`src/core/acrb_defines.vh`:
```
/*
  Address map, reset values and timing counts of the converter
  configuration register bank.
  Assumes it is included by the bank module only.
*/
`ifndef ACRB_DEFINES_VH
`define ACRB_DEFINES_VH

`define ACRB_AW          9
`define ACRB_PORT_CFG    9'h000
`define ACRB_CHIP_ID     9'h001
`define ACRB_CHIP_GRADE  9'h002
`define ACRB_CHAN_SEL    9'h005
`define ACRB_COMMIT      9'h0FF
`define ACRB_FUNC_LO     9'h008
`define ACRB_FUNC_HI     9'h018
`define ACRB_REF_SEL     9'h018
`define ACRB_DIG_LO      9'h100
`define ACRB_DIG_SH_LO   9'h11E
`define ACRB_DIG_HI      9'h123

`define ACRB_PORT_CFG_RST 8'h18
`define ACRB_CHAN_SEL_RST 2'h3
`define ACRB_REF_SEL_RST  8'hC0
`define ACRB_ZERO_BYTE    8'h00
`define ACRB_COMMIT_BIT   0

`define ACRB_STRAP_STABILIZER 0
`define ACRB_STRAP_FORMAT     1
`define ACRB_STRAP_OUTPUT_DIS 2
`define ACRB_STRAP_POWERDOWN  3

`define ACRB_STRAP_WAIT  2'h3

`endif

```
`src/core/acrb_config_bank.v`:
```
/*
  Configuration register bank of a dual-channel converter: strap
  fallback, address decode, shadow/active register pairs committed by
  a transfer command, and per-channel copies of local registers.
  Assumes a serial deserializer on clk_sys presents byte accesses on
  the reg* port, and that the four strap pins and the serial select
  pin arrive asynchronously.
*/
// Functional notes
// [RQ1] serial select held high disables the configuration port.
// [RQ2] with the port disabled, four dual pins are straps sampled at power-up.
// [RQ3] straps give stabilizer enable, twos complement format, output disable.
// [RQ4] powerdown strap high means power-down or standby, low is normal.
// [RQ5] decode chip config, channel index/transfer, function, digital regions.
// [RQ6] unsupported addresses and bits do nothing and read as zero.
// [RQ7] host writes zeros into unused bits of partly open registers.
// [RQ8] host never writes a fully open address.
// [RQ9] reset loads every register with its default value.
// [RQ10] reference select resets to C0 hex, the 2.0 V reference.
// [RQ11] function and upper digital registers are holding/active pairs.
// [RQ12] writing a holding register leaves the active setting alone.
// [RQ13] writing 01 to the transfer register commits all pairs at once.
// [RQ14] the transfer bit clears itself once the commit is done.
// [RQ15] local registers have an independent copy per channel.
// [RQ16] channel-select bits steer local register accesses.
// [RQ17] both select bits set: a local write updates both copies.
// [RQ18] host sets exactly one select bit before reading a local register.
// [RQ19] both select bits set on a local read returns channel one.
// [RQ20] global registers have one copy, unaffected by channel select.
// [RQ21] every register in the map is readable and writable by the host; here chip ID and chip grade are read-only parameters.
// [RQ22] select bit 0 is channel one, bit 1 channel two, both set at reset.
// [RQ23] transfer register reads zero after clearing; writing zero is inert.
`timescale 1ns/1ns
`include "acrb_defines.vh"

module acrb_config_bank #(
  parameter                 NS         = 23,
  parameter                 ND         = 30,
  parameter [NS-1:0]        LOCAL_MASK = 23'h7EFFFF,
  // arbitrary identification values
  parameter [7:0]           CHIP_ID    = 8'h5A,
  parameter [7:0]           CHIP_GRADE = 8'h00
) (
  input  wire                   clk_sys,
  input  wire                   rstn,
  input  wire                   serialSelectN,
  input  wire                   serialIoOrStabilizerStrap,
  input  wire                   serialClockOrFormatStrap,
  input  wire                   monitorOutOrOutputDisableStrap,
  input  wire                   monitorClockOrPowerdownStrap,
  input  wire                   regWrite,
  input  wire                   regRead,
  input  wire [`ACRB_AW-1:0]    regAddr,
  input  wire [7:0]             regWrData,
  output reg  [7:0]             regRdData,
  output reg                    regRdValid,
  output reg                    portEnabled,
  output reg                    strapsValid,
  output reg                    dutyCycleStabilizer,
  output reg                    twosComplement,
  output reg                    outputsHiZ,
  output reg                    powerDown,
  output reg  [7:0]             portConfig,
  output reg  [1:0]             channelSelect,
  output reg                    commitPulse,
  output wire [NS*8-1:0]        activeChanA,
  output wire [NS*8-1:0]        activeChanB,
  output wire [ND*8-1:0]        directRegs
);

  reg  [3:0] strapMeta;
  reg  [3:0] strapSync;
  reg        selMeta;
  reg        selSync;
  reg  [1:0] strapWait;

  wire [NS*8-1:0] holdChanA;
  wire [NS*8-1:0] holdChanB;

  // pins are asynchronous to the sample clock
  always @(posedge clk_sys) begin
    if (!rstn) begin
      strapMeta <= 4'h0;
      strapSync <= 4'h0;
      selMeta   <= 1'b1;
      selSync   <= 1'b1;
    end else begin
      strapMeta <= {monitorClockOrPowerdownStrap,
                    monitorOutOrOutputDisableStrap,
                    serialClockOrFormatStrap,
                    serialIoOrStabilizerStrap};
      strapSync <= strapMeta;
      selMeta   <= serialSelectN;
      selSync   <= selMeta;
    end
  end

  // [RQ2] strap capture once
  // the wait lets the synchroniser fill before the pins are trusted
  always @(posedge clk_sys) begin
    if (!rstn) begin
      strapWait           <= 2'h0;
      strapsValid         <= 1'b0;
      dutyCycleStabilizer <= 1'b1;
      twosComplement      <= 1'b0;
      outputsHiZ          <= 1'b0;
      powerDown           <= 1'b0;
    end else if (!strapsValid) begin
      if (strapWait == `ACRB_STRAP_WAIT) begin
        strapsValid         <= 1'b1;
        // [RQ3] strap decode
        dutyCycleStabilizer <= strapSync[`ACRB_STRAP_STABILIZER];
        twosComplement      <= strapSync[`ACRB_STRAP_FORMAT];
        outputsHiZ          <= strapSync[`ACRB_STRAP_OUTPUT_DIS];
        // [RQ4] powerdown strap
        powerDown           <= strapSync[`ACRB_STRAP_POWERDOWN];
      end else begin
        strapWait <= strapWait + 2'h1;
      end
    end
  end

  // [RQ1] port enable on select
  // a select that stays high leaves the straps in charge for good;
  // once seen low the port stays on, since select idles high between frames
  always @(posedge clk_sys) begin
    if (!rstn)
      portEnabled <= 1'b0;
    else if (strapsValid && !selSync)
      portEnabled <= 1'b1;
  end

  wire wrEn = portEnabled & regWrite;
  wire rdEn = portEnabled & regRead;

  // [RQ5] region decode
  wire isFunc  = (regAddr >= `ACRB_FUNC_LO) && (regAddr <= `ACRB_FUNC_HI);
  wire isDigSh = (regAddr >= `ACRB_DIG_SH_LO) && (regAddr <= `ACRB_DIG_HI);
  wire isDir   = (regAddr >= `ACRB_DIG_LO) && (regAddr < `ACRB_DIG_SH_LO);
  wire isShad  = isFunc | isDigSh;
  wire [`ACRB_AW-1:0] funcOff = regAddr - `ACRB_FUNC_LO;
  wire [`ACRB_AW-1:0] digOff  = regAddr - `ACRB_DIG_SH_LO
                                + (`ACRB_FUNC_HI - `ACRB_FUNC_LO + 9'h001);
  wire [`ACRB_AW-1:0] shIdx   = isFunc ? funcOff : digOff;
  wire [`ACRB_AW-1:0] dIdx    = regAddr - `ACRB_DIG_LO;
  wire [`ACRB_AW-1:0] refIdx  = `ACRB_REF_SEL - `ACRB_FUNC_LO;

  // global chip and channel index registers
  always @(posedge clk_sys) begin
    if (!rstn) begin
      // [RQ9] global defaults
      portConfig    <= `ACRB_PORT_CFG_RST;
      // [RQ22] both channels selected
      channelSelect <= `ACRB_CHAN_SEL_RST;
    end else if (wrEn) begin
      // [RQ21] host writes
      if (regAddr == `ACRB_PORT_CFG)
        portConfig <= regWrData;
      if (regAddr == `ACRB_CHAN_SEL)
        channelSelect <= regWrData[1:0];
    end
  end

  // [RQ14] self-clearing transfer
  // the bit lives one cycle: set by the write, gone after the copy
  always @(posedge clk_sys) begin
    if (!rstn)
      commitPulse <= 1'b0;
    // [RQ23] zero write inert
    else if (wrEn && regAddr == `ACRB_COMMIT)
      commitPulse <= regWrData[`ACRB_COMMIT_BIT];
    else
      commitPulse <= 1'b0;
  end

  genvar i;
  generate
    for (i = 0; i < NS; i = i + 1) begin : gShadow
      reg  [7:0] holdA;
      reg  [7:0] holdB;
      reg  [7:0] actA;
      reg  [7:0] actB;
      wire [7:0] rstVal = (refIdx == i) ? `ACRB_REF_SEL_RST
                                        : `ACRB_ZERO_BYTE;
      wire       hit    = wrEn & isShad & (shIdx == i);
      // [RQ16] channel steering
      // [RQ20] global entries ignore select
      wire       wrA    = hit & (channelSelect[0] | ~LOCAL_MASK[i]);
      // [RQ17] both-channel write
      wire       wrB    = hit & channelSelect[1] & LOCAL_MASK[i];
      always @(posedge clk_sys) begin
        if (!rstn) begin
          // [RQ10] reference default
          holdA <= rstVal;
          holdB <= rstVal;
          actA  <= rstVal;
          actB  <= rstVal;
        end else begin
          // [RQ12] holding only
          if (wrA)
            holdA <= regWrData;
          if (wrB)
            holdB <= regWrData;
          // [RQ13] simultaneous commit
          if (commitPulse) begin
            actA <= holdA;
            actB <= LOCAL_MASK[i] ? holdB : holdA;
          end
        end
      end
      // [RQ11] holding and active pair
      // [RQ15] per-channel copies
      assign holdChanA[i*8 +: 8]   = holdA;
      assign holdChanB[i*8 +: 8]   = holdB;
      assign activeChanA[i*8 +: 8] = actA;
      assign activeChanB[i*8 +: 8] = LOCAL_MASK[i] ? actB : actA;
    end

    for (i = 0; i < ND; i = i + 1) begin : gDirect
      reg [7:0] val;
      always @(posedge clk_sys) begin
        if (!rstn)
          val <= `ACRB_ZERO_BYTE;
        else if (wrEn && isDir && dIdx == i)
          val <= regWrData;
      end
      assign directRegs[i*8 +: 8] = val;
    end
  endgenerate

  reg [7:0] next_rdData;

  always @* begin
    next_rdData = `ACRB_ZERO_BYTE;
    if (isShad) begin
      // [RQ19] channel one wins
      if (channelSelect[0] || !channelSelect[1] ||
          !LOCAL_MASK[shIdx[4:0]])
        next_rdData = holdChanA[shIdx*8 +: 8];
      else
        next_rdData = holdChanB[shIdx*8 +: 8];
    end else if (isDir) begin
      next_rdData = directRegs[dIdx*8 +: 8];
    end else begin
      // [RQ6] unmapped reads zero
      case (regAddr)
        `ACRB_PORT_CFG:   next_rdData = portConfig;
        `ACRB_CHIP_ID:    next_rdData = CHIP_ID;
        `ACRB_CHIP_GRADE: next_rdData = CHIP_GRADE;
        `ACRB_CHAN_SEL:   next_rdData = {6'h00, channelSelect};
        `ACRB_COMMIT:     next_rdData = {7'h00, commitPulse};
        default:          next_rdData = `ACRB_ZERO_BYTE;
      endcase
    end
  end

  always @(posedge clk_sys) begin
    if (!rstn) begin
      regRdData  <= `ACRB_ZERO_BYTE;
      regRdValid <= 1'b0;
    end else begin
      regRdValid <= rdEn;
      if (rdEn)
        regRdData <= next_rdData;
    end
  end

endmodule

```
`config.mk`:
```
export PLATFORM = sky130hd
export DESIGN_NAME = acrb_config_bank
export DESIGN_NICKNAME = d
export VERILOG_FILES = /design/src/core/acrb_config_bank.v
export VERILOG_INCLUDE_DIRS = /design/src /design/src/core
export SDC_FILE = /design/constraint.sdc
export NUM_CORES = 2
export LEC_CHECK = 0
export ABC_AREA = 1
export BUFFER_PORTS_ARGS = -buffer_cell sky130_fd_sc_hd__buf_2
export CAP_MARGIN = 20
export CORE_UTILIZATION = 55
export CTS_CLUSTER_SIZE = 40
export DETAILED_ROUTE_END_ITERATION = 7
export PLACE_DENSITY = 0.78
export SYNTH_ARGS = -nofsm -noshare
export SYNTH_HDL_FRONTEND = slang
export SYNTH_SLANG_ARGS = --single-unit
```
`constraint.sdc`:
```
create_clock -name clk_sys -period 15 [get_ports clk_sys]
set_clock_uncertainty 0.1 [all_clocks]
set_input_delay 4.5 -clock clk_sys [delete_from_list [all_inputs] [get_ports clk_sys]]
set_output_delay 4.5 -clock clk_sys [all_outputs]
set_load 0.02 [all_outputs]
```
==> run_results.csv <==
group,metric,value,unit
outcome,status,"finished clean",
synth,postSynth.asyncResetShare,0,%
sta,fin_hold_ws,0.308,ns
sta,clock.fmax,98.5,MHz
die,rows,98,
sta,post-route-min-period,10.15,ns
global_route,antenna_found_initial,10,
clocking,cts_tree,"built",
placement,hpwlAfterDp,106000,um
die,initial_core_util,55.6,%
synth,synth_area_leaders,"dfxtp_1, o21ai_0, a21oi_1",
clocking,postCtsSetupRepairBufs,0,
route,vias,40187,
clocking,clock_path_buffers,3,
synth,synthCells,5263,
global_route,grt_pass1_vias,36296,
setup_path,slowest_stage,"nor2_1",
clocking,htree_num_levels,3,
setup_path,crit_arrival,10.61,ns
clocking,cts_resized,0,
route,dr.first_iter.drc_count,5646,
sta,layout_worst_path_cycle_share,67.7,%
setup_path,cp_max_fo,81,
synth,synth_common_cells,"o21ai_0, dfxtp_1, a21oi_1, nor2_1, inv_1",
route,ant_nets,0,
die,ioPinCount,660,
clocking,clk_pin_slew_worst_paths,0.06,ns
finish,nNetsFinal,5673,
clocking,cts_sinks,998,
setup_path,max_stage_delay,0.74,ns
synth,netlist_area,0.0398,mm2
sta,drv_slew,0,
setup_path,path_class,"primary input to flip-flop",
synth,synth_seq_cells,998,
synth,synth_flop_cell,"dfxtp_1",
sta,rsz0062_at_grt,"no",
finish,final_util,64.8,%
route,wl,156000,um
synth,synth_warnings,0,
synth,ys_seq_area_share,50.2,%
placement,placed_cell_area,0.0430,mm2
finish,stdcell_area,0.0464,mm2
finish,syn2layout_area_growth,16.6,%
setup_path,startpoint_type,"primary input",
synth,yosysMostFrequentCell,"o21ai_0",
clocking,postCtsHoldBufs,0,
setup_path,crit_chain,"buf_4, inv_2, ha_1, nand3_1, a21oi_1, nand2_1, nand2_1, nand2_1, nor2_1, nand2_1, nand2_2, buf_4, inv_1, nor2_1, nor2_1, o21ai_0, nand2_1, nand2_1, nand2_1, nand2_1, nand2_1, nand2_1, a21oi_1",
placement,portBuffers,659,
sta,final_hold_viol_count,0,
die,dieArea,0.0735,mm2
die,core_area,0.0716,mm2
route,via_per_inst,6.03,
finish,n_fill_cell,6261,
global_route,grt_pass1_wl,227000,um
setup_path,critical_path.most_common_cell,"nand2_1",
setup_path,end_kind,"flip-flop",
finish,stdcell_count,6668,
min_path,holdCritPathClass,"flip-flop to flip-flop",
global_route,track_usage,40.4,%
sta,slew_headroom,21.8,%
route,wl_per_cell,23.3,um
global_route,grt_overflow_total,0,
sta,setup_viol,0,
setup_path,worstPathRequired,15.46,ns
power,p_leak,20.0,nW
clocking,cts_made_buffers,100,
synth,yosys.cell_types.count,41,
sta,fin_setup_tns,0,ns
placement,placed_cells,6482,
synth,syn_nets,5299,
clocking,clkLatencyLatePin,0.70,ns
placement,place_congestion,1.02,
clocking,root_buffer,"clkbuf_16",
sta,tightest_slew,1.17,ns
flow_run,maxCapViolations,0,
route,firstDrtPassIters,6,
synth,synth_edf_count,0,
power,p_per_area,120,mW/mm2
route,drcViolationCount,0,
die,die-width,271,um
power,ir_worst_vdd,0.129,mV
finish,drive_gt1_share,15.9,%
synth,synth.avg_cell_area,7.57,um2
global_route,grt_max_degree,268,
synth,synth_area_leader_cell,"dfxtp_1",
synth,yosysTopAreaCellShare,50.2,%
die,die_h,271,um
[stage by stage]
step	total power [mW]	worst slack (ns)
floorplan	2.94	6.70
global placement	3.06	4.67
detailed placement	3.06	4.41
CTS	5.57	5.04
global route	5.71	4.47
finish	5.58	4.85
[registers in the layout (all words and copies together), names as in the netlist, 2 cells and up]
signal / count
channelSelect: 2
gDirect.val: 240
gShadow.actA: 184
gShadow.actB: 176
gShadow.holdA: 184
gShadow.holdB: 176
portConfig: 8
regRdData: 8
strapMeta: 4
strapSync: 4
strapWait: 2
[path summary, 6_finish.rpt]
| kind | startpoint | end | slack, ns | cells past startpoint |
|---|---|---|---|---|
| worst min-delay path | strapMeta[3]$_SDFF_PN0_ | strapSync[3]$_SDFF_PN0_ | 0.31 | 2 |
| worst max-delay path | regAddr[0] | regRdData[1]$_SDFFE_PN0P_ | 4.85 | 23 |
| worst max register to register | channelSelect[1]$_SDFFE_PN1P_ | regRdData[6]$_SDFFE_PN0P_ | 11.11 | 17 |
| worst min register to register | strapMeta[3]$_SDFF_PN0_ | strapSync[3]$_SDFF_PN0_ | 0.31 | 2 |
[layout make-up]
type	count	area [um2]	area share [%]
clock buffers	148	2960	6.39
well taps	950	1190	2.56
clock inverters	31	395	0.852
multi-input cells	3281	16100	34.6
repair buffers	708	3760	8.10
inverters	548	2070	4.45
diodes	4	10.0	0.0216
flip-flops and latches	998	20000	43.0
[power by group]
| part | internal (mW) | switching [mW] | total [mW] |
|---|---|---|---|
| registers | 2.66 | 0.00391 | 2.66 |
| clock network | 1.47 | 1.09 | 2.56 |
| logic | 0.0832 | 0.277 | 0.360 |
| total | 4.21 | 1.37 | 5.58 |
[worst max-delay path: cells and delay by family]
kind	cells	cell delay, ns
AO/OA/AOI/OAI	3	0.62
AND/OR/NAND/NOR	15	3.42
adder cells (fa/ha/maj)	1	0.17
buffers and inverters	4	1.84
[cell usage in the layout, fill, tap and decap left out, types with 5 or more instances in the layout]
| cell | Yosys | routed |
|---|---|---|
| inv_1 | 529 | 527 |
| inv_2 | 8 | 9 |
| a21oi_1 | 892 | 892 |
| a211oi_1 | 85 | 85 |
| clkinv_2 | 6 | 22 |
| a21o_1 | 5 | 5 |
| clkbuf_16 | 0 | 101 |
| nand3_1 | 175 | 175 |
| bufinv_16 | 0 | 6 |
| nor3_1 | 14 | 14 |
| nor2_1 | 556 | 556 |
| nand2_2 | 2 | 6 |
| o41ai_1 | 8 | 8 |
| clkbuf_1 | 365 | 21 |
| o311ai_0 | 12 | 12 |
| nand4_1 | 10 | 10 |
| buf_2 | 38 | 658 |
| clkinv_1 | 5 | 5 |
| or2_2 | 10 | 10 |
| o22ai_1 | 77 | 77 |
| nand2_1 | 293 | 289 |
| o31ai_1 | 6 | 6 |
| dfxtp_1 | 998 | 997 |
| buf_4 | 14 | 43 |
| o211ai_1 | 21 | 21 |
| ha_1 | 10 | 10 |
| clkbuf_8 | 0 | 26 |
| o21ai_0 | 1079 | 1079 |
[logic make-up (layout without fill, tap and decap cells)]
group | Yosys count | count (layout) | synth area share (%)
AO/OA/AOI/OAI | 2197 | 2197 | 28.9
XOR/XNOR | 5 | 5 | 0.110
adder cells (fa/ha/maj) | 10 | 10 | 0.314
buffers and inverters | 984 | 1435 | 9.55
flip-flops | 998 | 998 | 50.2
other | 0 | 4 | 0
AND/OR/NAND/NOR | 1069 | 1069 | 10.9
[per-layer routing]
metal	up-vias	GRT usage (%)	routed length [um]
met2	2566	61.4	68200
met5	-	0	75
met4	12	23.4	9350
met1	18624	52.0	58900
met3	502	10.1	19100
li1	18483	-	-
No activity file was read; power rests on OpenSTA's default activity.
